[config.mk]
export PLATFORM = sky130hd
export DESIGN_NAME = ulc_line_ctrl
export DESIGN_NICKNAME = d
export VERILOG_FILES = /design/src/core/ulc_pkg.sv /design/src/core/ulc_line_ctrl.sv
export VERILOG_INCLUDE_DIRS = /design/src /design/src/core
export SDC_FILE = /design/constraint.sdc
export NUM_CORES = 1
export LEC_CHECK = 0
export ABC_AREA = 1
export BUFFER_PORTS_ARGS = -buffer_cell sky130_fd_sc_hd__buf_2
export CAP_MARGIN = 25
export CORE_UTILIZATION = 55
export CTS_CLUSTER_SIZE = 14
export DETAILED_ROUTE_END_ITERATION = 6
export PLACE_DENSITY = 0.88
export SYNTH_ARGS = -nofsm -noshare
export SYNTH_HDL_FRONTEND = slang
export SYNTH_SLANG_ARGS = --single-unit
[constraint.sdc]
create_clock -name i_mclk -period 4.8 [get_ports i_mclk]
set_input_delay 0.48 -clock i_mclk [delete_from_list [all_inputs] [get_ports i_mclk]]
set_output_delay 0.48 -clock i_mclk [all_outputs]
set_load 0.02 [all_outputs]
[src/core/ulc_regs.svh]
// Register map, field positions, reset values and timing counts.
// Assumes a 40 MHz core clock and 8-bit registers on 32-bit words.
`ifndef ULC_REGS_SVH
`define ULC_REGS_SVH
`define ULC_ADR_ISR 8'h00
`define ULC_ADR_IEN 8'h04
`define ULC_ADR_FIRST_MODE_REG 8'h08
`define ULC_ADR_SECOND_MODE_REG 8'h0C
`define ULC_ADR_FLOW 8'h10
`define ULC_ADR_REV 8'h14
`define ULC_ADR_STAT 8'h18
`define ULC_ADR_TXD 8'h1C
`define ULC_ADR_RXD 8'h20
`define ULC_M1_TXZ 2
`define ULC_M1_RTSZ 3
`define ULC_M1_DIR 4
`define ULC_M2_ECHO 7
`define ULC_FLOW_AUTO 2'h3
`define ULC_ISR_READY 0
`define ULC_ISR_TXDONE 1
`define ULC_ISR_RXRDY 2
`define ULC_ISR_CTS 3
`define ULC_RST_REG 8'h00
// Revision value is arbitrary
`define ULC_REV_ID 8'h51
`define ULC_CLK_HZ 40000000
`define ULC_BAUD 115200
`define ULC_BIT_CYC 16'((`ULC_CLK_HZ) / (`ULC_BAUD))
`define ULC_HALF_CYC 16'((`ULC_CLK_HZ) / (`ULC_BAUD) / 2)
`endif

[src/core/ulc_pkg.sv]
// State types of the line-control UART block.
// Assumes ulc_regs.svh supplies all numeric constants.
package ulc_pkg;
  typedef enum logic {TX_IDLE, TX_SHIFT} ulc_tx_st_t;
  typedef enum logic {RX_IDLE, RX_BUSY} ulc_rx_st_t;
endpackage : ulc_pkg

[src/core/ulc_line_ctrl.sv]
// UART with line-control options behind a classic Wishbone slave.
// Assumes pins are asynchronous to i_mclk; pads resolve tri-states.
//
// Design decisions made here: the register addresses and the Wishbone register port.
`include "ulc_regs.svh"
module ulc_line_ctrl
  import ulc_pkg::*;
(
  // Clock and reset
  input wire logic i_mclk,
  input wire logic i_rst,
  // Wishbone slave
  input wire logic i_wb_cyc,
  input wire logic i_wb_stb,
  input wire logic i_wb_we,
  input wire logic [7:0] i_wb_adr,
  input wire logic [3:0] i_wb_sel,
  input wire logic [31:0] i_wb_dat,
  output logic [31:0] o_wb_dat,
  output logic o_wb_ack,
  // Serial line
  input wire logic i_rx,
  input wire logic i_cts_n,
  output logic o_tx,
  output logic o_tx_oe,
  output logic o_rts_n,
  output logic o_rts_oe,
  output logic o_de,
  // Open-drain interrupt pin
  input wire logic i_irq_n,
  output logic o_irq_n,
  output logic o_irq_n_oe
);

  function automatic logic is_adr(input logic [7:0] a, input logic [7:0] r);
    is_adr = (a == r);
  endfunction : is_adr

  // Bus and register group
  logic ack_q, ack_d;
  logic [31:0] dat_q, dat_d;
  logic [7:0] isr_q, isr_d, ien_q, ien_d;
  logic [7:0] first_mode_reg_q, first_mode_reg_d, second_mode_reg_q, second_mode_reg_d;
  logic [1:0] flow_q, flow_d;
  logic ready_q, ready_d;
  logic irq_oe_q, irq_oe_d;
  logic txoe_q, txoe_d, rtsoe_q, rtsoe_d;
  logic req, wr, rd, wr_txd, rd_rxd;

  // Line group
  logic rx_s1_q, rx_s2_q, cts_s1_q, cts_s2_q, cts_s3_q;
  logic irq_s1_q, irq_s2_q;
  ulc_tx_st_t tx_st_q, tx_st_d;
  ulc_rx_st_t rx_st_q, rx_st_d;
  logic [15:0] tx_cnt_q, tx_cnt_d, rx_cnt_q, rx_cnt_d;
  logic [3:0] tx_bit_q, tx_bit_d, rx_bit_q, rx_bit_d;
  logic [9:0] tx_sh_q, tx_sh_d;
  logic [7:0] rx_sh_q, rx_sh_d, rx_dat_q, rx_dat_d, tx_hold_q, tx_hold_d;
  logic rx_full_q, rx_full_d, tx_full_q, tx_full_d;
  logic echo_pend_q, echo_pend_d;
  logic tx_o_q, tx_o_d, rts_q, rts_d, de_q, de_d;
  logic ev_tx, ev_rx, rx_done, flow_auto;

  assign req = i_wb_cyc & i_wb_stb;
  // Writes and read side effects land on the edge the master sees ack
  assign wr = req & i_wb_we & ack_q & i_wb_sel[0];
  assign rd = req & ~i_wb_we & ack_q;
  assign wr_txd = wr & is_adr(i_wb_adr, `ULC_ADR_TXD);
  assign rd_rxd = rd & is_adr(i_wb_adr, `ULC_ADR_RXD);
  assign flow_auto = (flow_q == `ULC_FLOW_AUTO);

  always_comb begin
    ack_d = req & ~ack_q;
    dat_d = dat_q;
    if (req && !ack_q) begin
      dat_d = 32'h0000_0000;
      case (i_wb_adr)
        `ULC_ADR_ISR: dat_d[7:0] = isr_q;
        `ULC_ADR_IEN: dat_d[7:0] = ien_q;
        `ULC_ADR_FIRST_MODE_REG: dat_d[7:0] = first_mode_reg_q;
        `ULC_ADR_SECOND_MODE_REG: dat_d[7:0] = second_mode_reg_q;
        `ULC_ADR_FLOW: dat_d[1:0] = flow_q;
        `ULC_ADR_REV: dat_d[7:0] = `ULC_REV_ID;
        `ULC_ADR_STAT: dat_d[3:0] = {irq_s2_q, cts_s2_q, rx_full_q,
                                     tx_full_q | (tx_st_q != TX_IDLE)};
        `ULC_ADR_RXD: dat_d[7:0] = rx_dat_q;
        default: dat_d = 32'h0000_0000;
      endcase
    end
    ien_d = ien_q;
    first_mode_reg_d = first_mode_reg_q;
    second_mode_reg_d = second_mode_reg_q;
    flow_d = flow_q;
    isr_d = isr_q;
    if (wr && is_adr(i_wb_adr, `ULC_ADR_IEN))
      ien_d = i_wb_dat[7:0];
    if (wr && is_adr(i_wb_adr, `ULC_ADR_FIRST_MODE_REG))
      first_mode_reg_d = i_wb_dat[7:0];
    if (wr && is_adr(i_wb_adr, `ULC_ADR_SECOND_MODE_REG))
      second_mode_reg_d = i_wb_dat[7:0];
    if (wr && is_adr(i_wb_adr, `ULC_ADR_FLOW))
      flow_d = i_wb_dat[1:0];
    // Write one to clear; a same-cycle event wins over the clear
    if (wr && is_adr(i_wb_adr, `ULC_ADR_ISR))
      isr_d = isr_q & ~i_wb_dat[7:0];
    ready_d = 1'b1;
    isr_d[`ULC_ISR_READY] = isr_d[`ULC_ISR_READY] | ~ready_q;
    isr_d[`ULC_ISR_TXDONE] = isr_d[`ULC_ISR_TXDONE] | ev_tx;
    isr_d[`ULC_ISR_RXRDY] = isr_d[`ULC_ISR_RXRDY] | ev_rx;
    isr_d[`ULC_ISR_CTS] = isr_d[`ULC_ISR_CTS] | (cts_s2_q ^ cts_s3_q);
    irq_oe_d = |(isr_q & ien_q);
    txoe_d = ~first_mode_reg_d[`ULC_M1_TXZ];
    rtsoe_d = ~first_mode_reg_d[`ULC_M1_RTSZ];
  end

  always_ff @(posedge i_mclk or posedge i_rst) begin
    if (i_rst) begin
      ack_q <= 1'b0;
      dat_q <= 32'h0000_0000;
      isr_q <= `ULC_RST_REG;
      ien_q <= `ULC_RST_REG;
      first_mode_reg_q <= `ULC_RST_REG;
      second_mode_reg_q <= `ULC_RST_REG;
      flow_q <= 2'h0;
      ready_q <= 1'b0;
      irq_oe_q <= 1'b0;
      txoe_q <= 1'b1;
      rtsoe_q <= 1'b1;
    end else begin
      ack_q <= ack_d;
      dat_q <= dat_d;
      isr_q <= isr_d;
      ien_q <= ien_d;
      first_mode_reg_q <= first_mode_reg_d;
      second_mode_reg_q <= second_mode_reg_d;
      flow_q <= flow_d;
      ready_q <= ready_d;
      irq_oe_q <= irq_oe_d;
      txoe_q <= txoe_d;
      rtsoe_q <= rtsoe_d;
    end
  end

  always_comb begin
    tx_st_d = tx_st_q;
    tx_cnt_d = tx_cnt_q;
    tx_bit_d = tx_bit_q;
    tx_sh_d = tx_sh_q;
    tx_hold_d = tx_hold_q;
    tx_full_d = tx_full_q;
    echo_pend_d = echo_pend_q;
    ev_tx = 1'b0;
    // A character written while the holding byte is full is dropped
    if (wr_txd && !tx_full_q) begin
      tx_hold_d = i_wb_dat[7:0];
      tx_full_d = 1'b1;
    end
    case (tx_st_q)
      TX_IDLE: begin
        // Auto flow holds off the next character while CTS is high
        if (tx_full_q && !(flow_auto && cts_s2_q)) begin
          tx_st_d = TX_SHIFT;
          tx_sh_d = {1'b1, tx_hold_q, 1'b0};
          tx_cnt_d = 16'h0000;
          tx_bit_d = 4'h0;
          tx_full_d = 1'b0;
          echo_pend_d = 1'b1;
        end
      end
      TX_SHIFT: begin
        tx_cnt_d = tx_cnt_q + 16'h0001;
        if (tx_cnt_q == `ULC_BIT_CYC - 16'h0001) begin
          tx_cnt_d = 16'h0000;
          tx_sh_d = {1'b1, tx_sh_q[9:1]};
          tx_bit_d = tx_bit_q + 4'h1;
          if (tx_bit_q == 4'h9) begin
            tx_st_d = TX_IDLE;
            ev_tx = 1'b1;
          end
        end
      end
      default: tx_st_d = TX_IDLE;
    endcase
    tx_o_d = (tx_st_d == TX_SHIFT) ? tx_sh_d[0] : 1'b1;
    // Enable rises with the start bit and lasts one cycle past the stop bit
    de_d = first_mode_reg_q[`ULC_M1_DIR] &
           ((tx_st_d != TX_IDLE) | (tx_st_q != TX_IDLE));

    rx_st_d = rx_st_q;
    rx_cnt_d = rx_cnt_q;
    rx_bit_d = rx_bit_q;
    rx_sh_d = rx_sh_q;
    rx_dat_d = rx_dat_q;
    rx_full_d = rx_full_q & ~rd_rxd;
    rx_done = 1'b0;
    ev_rx = 1'b0;
    case (rx_st_q)
      RX_IDLE: begin
        if (!rx_s2_q) begin
          rx_st_d = RX_BUSY;
          rx_cnt_d = `ULC_HALF_CYC;
          rx_bit_d = 4'h0;
        end
      end
      RX_BUSY: begin
        rx_cnt_d = rx_cnt_q - 16'h0001;
        if (rx_cnt_q == 16'h0000) begin
          rx_cnt_d = `ULC_BIT_CYC - 16'h0001;
          rx_bit_d = rx_bit_q + 4'h1;
          if (rx_bit_q == 4'h0 && rx_s2_q)
            rx_st_d = RX_IDLE;
          else if (rx_bit_q != 4'h0 && rx_bit_q != 4'h9)
            rx_sh_d = {rx_s2_q, rx_sh_q[7:1]};
          else if (rx_bit_q == 4'h9) begin
            rx_st_d = RX_IDLE;
            rx_done = rx_s2_q;
          end
        end
      end
      default: rx_st_d = RX_IDLE;
    endcase
    if (rx_done) begin
      // A character starting in this cycle keeps its own echo pending
      echo_pend_d = (tx_st_q == TX_IDLE) && (tx_st_d == TX_SHIFT);
      // Own echoed character is discarded only while the second mode register's echo bit is set
      if (!(second_mode_reg_q[`ULC_M2_ECHO] && echo_pend_q)) begin
        rx_dat_d = rx_sh_q;
        rx_full_d = 1'b1;
        ev_rx = 1'b1;
      end
    end
    // Auto RTS deasserts while the receive byte is unread
    rts_d = flow_auto & rx_full_d;
  end

  always_ff @(posedge i_mclk or posedge i_rst) begin
    if (i_rst) begin
      rx_s1_q <= 1'b1;
      rx_s2_q <= 1'b1;
      cts_s1_q <= 1'b1;
      cts_s2_q <= 1'b1;
      cts_s3_q <= 1'b1;
      irq_s1_q <= 1'b1;
      irq_s2_q <= 1'b1;
      tx_st_q <= TX_IDLE;
      rx_st_q <= RX_IDLE;
      tx_cnt_q <= 16'h0000;
      rx_cnt_q <= 16'h0000;
      tx_bit_q <= 4'h0;
      rx_bit_q <= 4'h0;
      tx_sh_q <= 10'h3FF;
      rx_sh_q <= 8'h00;
      rx_dat_q <= 8'h00;
      tx_hold_q <= 8'h00;
      rx_full_q <= 1'b0;
      tx_full_q <= 1'b0;
      echo_pend_q <= 1'b0;
      tx_o_q <= 1'b1;
      rts_q <= 1'b0;
      de_q <= 1'b0;
    end else begin
      rx_s1_q <= i_rx;
      rx_s2_q <= rx_s1_q;
      cts_s1_q <= i_cts_n;
      cts_s2_q <= cts_s1_q;
      cts_s3_q <= cts_s2_q;
      irq_s1_q <= i_irq_n;
      irq_s2_q <= irq_s1_q;
      tx_st_q <= tx_st_d;
      rx_st_q <= rx_st_d;
      tx_cnt_q <= tx_cnt_d;
      rx_cnt_q <= rx_cnt_d;
      tx_bit_q <= tx_bit_d;
      rx_bit_q <= rx_bit_d;
      tx_sh_q <= tx_sh_d;
      rx_sh_q <= rx_sh_d;
      rx_dat_q <= rx_dat_d;
      tx_hold_q <= tx_hold_d;
      rx_full_q <= rx_full_d;
      tx_full_q <= tx_full_d;
      echo_pend_q <= echo_pend_d;
      tx_o_q <= tx_o_d;
      rts_q <= rts_d;
      de_q <= de_d;
    end
  end

  assign o_wb_ack = ack_q;
  assign o_wb_dat = dat_q;
  assign o_tx = tx_o_q;
  assign o_tx_oe = txoe_q;
  assign o_rts_n = rts_q;
  assign o_rts_oe = rtsoe_q;
  assign o_de = de_q;
  // Open drain: the data level is always low, only the enable moves
  assign o_irq_n = 1'b0;
  assign o_irq_n_oe = irq_oe_q;
endmodule : ulc_line_ctrl

; After elaboration in Yosys (flattened, before gate mapping)
; Cells that the tools add are included.
; Widths: inputs -> output; s select.
[totals]
wordCells = 167
output_inout_bits = 40
in_bits = 52
reg_bits = 136
[classes]
n_bitwise = 32
n_mux = 49
reduce_logical = 27
eq_ne = 18
n_addsub = 4
[ops]
columns = op, count
row1 = $mux 16, 4
row2 = $pmux 16 s2, 2
row3 = $eq 8x5->1 const B, 4
row4 = $mux 1, 27
row5 = $mux 4, 6
row6 = $pmux 4 s6, 1
row7 = $mux 10, 2
row8 = $pmux 10 s2, 1
row9 = $add 16x1->16 const B, 1
row10 = $and 8x8->8, 2
row11 = $eq 16x9->1 const B, 1
row12 = $eq 8x4->1 const B, 2
row13 = $logic_not 16->1, 1
row14 = $pmux 2 s8, 1
row15 = $pmux 4 s2, 2
row16 = $sub 16x1->16 const B, 1
row17 = $logic_and 1x1->1, 13
row18 = $and 1x1->1, 12
row19 = $pmux 2 s6, 1
row20 = $not 1->1, 10
row21 = $add 4x1->4 const B, 2
row22 = $eq 4x4->1 const B, 2
row23 = $eq 8x3->1 const B, 1
row24 = $eq 8x6->1 const B, 1
row25 = 16 further kinds, 30

; Longest topological paths before layout
[depth]
word_depth = 9
mapped_depth = 10
mapped_depth_nobuf = 10

; Least setup slack after synthesis
; Ideal clock, no wire load.
[synth_path]
kind = register -> register
startpoint = reg rx_cnt_q[0]
endpoint = reg rx_sh_q[0]
synth_period_minus_slack_ns = 1.591
path_buffers = 1
stages_incl_launch_ff = 11
required_ns = 4.682
arrival_time_ns = 1.472
path_slack_ns = 3.209
path_cell_list = dfrtp_1 inv_1 ha_1 nand3_2 nor2_4 nand2_4 nor2_4 nand3_4 buf_6 nand2_2 o21ai_2
[synth_between]
elab_chain_cells = 2
[synth_rtl]
columns = item, line
row1 = start: declaration, ulc_line_ctrl.sv:55  ; logic [15:0] tx_cnt_q, tx_cnt_d, rx_cnt_q, rx_cnt_d;
row2 = start signal: assignment, ulc_line_ctrl.sv:272  ; rx_cnt_q <= rx_cnt_d;
row3 = $logic_not 16->1, ulc_line_ctrl.sv:207  ; if (rx_cnt_q == 16'h0000) begin
row4 = $reduce_and 4->1 (no line), -
row5 = end signal: assignment, ulc_line_ctrl.sv:276  ; rx_sh_q <= rx_sh_d;
row6 = end: declaration, ulc_line_ctrl.sv:58  ; logic [7:0] rx_sh_q, rx_sh_d, rx_dat_q, rx_dat_d, tx_hold_q, tx_hold_d;
; No other way between the ends.
; A chain may end at the register's enable or synchronous reset.

; Worst setup path after layout
[layout_path]
startpoint = reg rx_cnt_q[0]
endpoint = reg rx_dat_q[6]
[layout_between]
elab_chain_cells = 4
[layout_rtl]
columns = item, line
row1 = $logic_not 16->1, ulc_line_ctrl.sv:207
row2 = $mux 1, ulc_line_ctrl.sv:207
row3 = $mux 1, ulc_line_ctrl.sv:197  ; case (rx_st_q)
row4 = $reduce_and 2->1 (no line), -
row5 = end signal: assignment, ulc_line_ctrl.sv:277  ; rx_dat_q <= rx_dat_d;
row6 = end: declaration, ulc_line_ctrl.sv:58
; No other way between the ends.

==> flow_summary.yaml <==
setup_path:
  crit_chain: "inv_1 -> ha_1 -> nand3_2 -> nor2_4 -> nand2_4 -> nor2_4 -> nand3_4 -> nand2_1 -> o21ai_2"
  endpoint_kind: "register"
  crit_arrival_ns: 2.14
  cp_num_buf_inv: 1
  crit_slowest_cell: "dfrtp_1"
  crit_path_frequent_cell: "nor2_4"
  critPathMaxFanout: 16
  cp_top_family: "simple AND/OR/NAND/NOR gates"
  criticalPathCategory: "register to register"
  start_kind: "register"
  required_ns: 5.11
  slowest_delay_ns: 0.38
synthesis:
  synth_top_area_cell: "dfrtp_1"
  synth_area_leaders: "dfrtp_1, nand2_1, dfstp_2, nand3_1, o21ai_1"
  avgSynthCellArea_um2: 8.30
  yosys_warnings: 0
  async_reset_ff_frac: 1.00
  ys_seq_elements: 136
  yosys.cell_count.top_type: "nand2_1"
  syn_area_mm2: 0.00682
  synth.top_cells.by_count: "nand2_1, dfrtp_1, nand3_1"
  yosysSeqAreaShare: 0.503
  syn_inst: 821
  yosys.cell_types.count: 39
  yosysTopAreaCellShare: 0.426
  synth_flop_cell: "dfrtp_1"
  synth-edff-count: 0
clock_tree:
  cts.clk_slew.worst_paths_ns: 0.06
  clock_path_buffers: 2
  worstSkewPairLatency_ns: 0.42
  root_buffer: "clkbuf_16"
  tritoncts: "built"
  cts_sinks: 136
  numCtsBuffers: 17
  cts.repair.resized: 0
  htreeDepth: 4
  postCtsSetupBuffers: 0
timing:
  period_needed_ns: 1.83
  rsz0062_at_grt: "false"
  skew_ns: 0.00905
  hold_viol: 0
  fin_tns_setup_ns: 0
  drv_slew: 0
  slew_headroom: 0.497
  fin_crit_sh: 0.381
  fmax_mhz: 546
  worstMarginPinSlew_ns: 0.752
  setup_violations: 0
placed_design:
  routabilityCongestion: 0.882
  dp_hpwl_um: 10300
  numPortBuffers: 39
  dp_cells: 1019
power:
  intPower_mw: 1.98
  irDropWorstVdd_v: 0.000286
  power_frac_seq: 0.451
  p_sw_mw: 0.603
  p_comb_frac: 0.041
  fin_total_pwr_mw: 2.59
  powerDensity_mw_per_mm2: 335
  swShare: 0.233
  clkPwrFrac: 0.508
  p_leak_nw: 3.63
cells_and_area:
  synthToLayoutAreaGrowth_pct: 13.2
  instances_no_fill: 1053
  fin_util: 0.640
  layout.nets: 932
  diodes: 0
  drive_above_1_share: 0.175
drt:
  totalWireLength_um: 15300
  drt_first_pass_iters: 5
  vias: 5768
  drc: 0
  drt_iter0_markers: 420
  routedWlPerCell_um: 14.5
  ant_nets: 0
  viasPerCell: 5.48
global_route:
  grt_use_total: 0.259
  grt_pass1_wl_um: 25700
  antenna_found_initial: 0
  grt-ovfl-total: 0
  grt_max_degree: 104
  grt_pass1_vias: 5573
die:
  dieArea_mm2: 0.0128
  dieHeight_um: 113
  dieWidth_um: 113
  rows: 40
  pin_count: 92
  core_area_mm2: 0.0121
  start_util: 0.565
job:
  max-cap-violations: 0
worst_hold_path:
  hp-class: "input pin to register"
status:
  status: "finished clean"
==> worst reg2reg max path: cells and delay by family (launching register included) <==
kind,cells,cell delay (ns)
AOI/OAI and AO/OA,1,0.07
adders and majority gates,1,0.21
buffers and inverters,1,0.10
DFF,1,0.38
and+or+nand+nor,6,0.95
==> final cells by class <==
type | count | area, um^2
Clock buffer | 20 | 457
Clock inverter | 12 | 139
Fill cell | 950 | 4350
Inverter | 78 | 298
Multi-Input combinational cell | 596 | 2940
Sequential cell | 136 | 3430
Tap cell | 168 | 210
Timing Repair Buffer | 43 | 248
==> what timing repair did <==
action,4_1_cts,5_1_grt
endpoints found under the setup margin,0,0
endpoints found under the hold margin,0,2
hold buffers,0,1
==> sequential cells by signal, indices dropped and copies added (netlist names), 8 cells and up <==
signal	count
tx_sh_q	10
first_mode_reg_q	8
rx_sh_q	8
rx_cnt_q	16
ien_q	8
tx_cnt_q	16
isr_q	8
second_mode_reg_q	8
o_wb_dat	8
rx_dat_q	8
tx_hold_q	8
==> final timing paths <==
check	slack [ns]	endpoint	from	cells past startpoint
max in group asynchronous	3.24	cts_s3_q$_DFF_PP1_	i_rst	5
worst min register to register	0.35	rx_s2_q$_DFF_PP1_	rx_s1_q$_DFF_PP1_	0
worst max-delay path	2.97	rx_dat_q[6]$_DFFE_PP0P_	rx_cnt_q[0]$_DFFE_PP0P_	9
worst min-delay path	0.15	rx_s1_q$_DFF_PP1_	i_rx	1
min in group asynchronous	0.48	rx_cnt_q[15]$_DFFE_PP0P_	i_rst	3
worst max register to register	2.97	rx_dat_q[6]$_DFFE_PP0P_	rx_cnt_q[0]$_DFFE_PP0P_	9
==> power groups by stage <==
stage | registers [mW] | clock network [mW] | logic, mW
6_report | 1.17 | 1.31 | 0.106
5_1_grt | 1.17 | 1.37 | 0.118
4_1_cts | 1.17 | 1.32 | 0.103
3_5_place_dp | 1.19 | 0 | 0.103
3_3_place_gp | 1.19 | 0 | 0.100
2_1_floorplan | 1.19 | 0 | 0.0751
==> metrics by stage <==
step | setup slack (ns) | hold WS, ns | cell area (um^2)
global placement | 2.83 | 0.345 | 7080
floorplan | 0.714 | 0.345 | 6910
finish | 2.97 | 0.155 | 7710
CTS | 2.97 | 0.143 | 7680
detailed placement | 2.75 | 0.347 | 7080
global route | 2.83 | 0.143 | 7710
==> cells by family after synthesis <==
| kind of cell | after synthesis | share of synthesized area |
|---|---|---|
| and+or+nand+nor | 424 | 0.277 |
| AOI/OAI and AO/OA | 120 | 0.101 |
| buffers and inverters | 113 | 0.0797 |
| DFF | 136 | 0.503 |
| other | 2 | 0.00110 |
| xor gates and xnor gates | 18 | 0.0231 |
| adders and majority gates | 8 | 0.0147 |
==> layout by cell type, fill, tap and decap left out, types with 3 or more instances in the layout <==
cell	count
nand3_1	75
clkbuf_16	17
buf_2	39
o21ai_1	52
a21oi_1	12
nand2_2	7
nand3_2	4
ha_1	8
nor2_2	10
xor2_1	14
inv_6	6
nand4_1	9
nand2_1	229
xnor2_1	4
nor2_1	69
dfrtp_1	116
conb_1	26
inv_2	13
o21ai_2	15
dfstp_2	20
clkinvlp_4	4
o22ai_1	7
o21ai_0	26
nor3_1	5
inv_1	61
o21a_1	4
nor2_4	7
clkinv_1	3
==> per-layer routing <==
metal,up-vias,part of all wire,track usage
met3,59,0.064,0.0643
li1,2717,-,-
met1,2738,0.42,0.327
met5,-,0,0
met4,0,0.036,0.134
met2,254,0.48,0.417
Note: power is estimated with default switching activity, not from simulation.
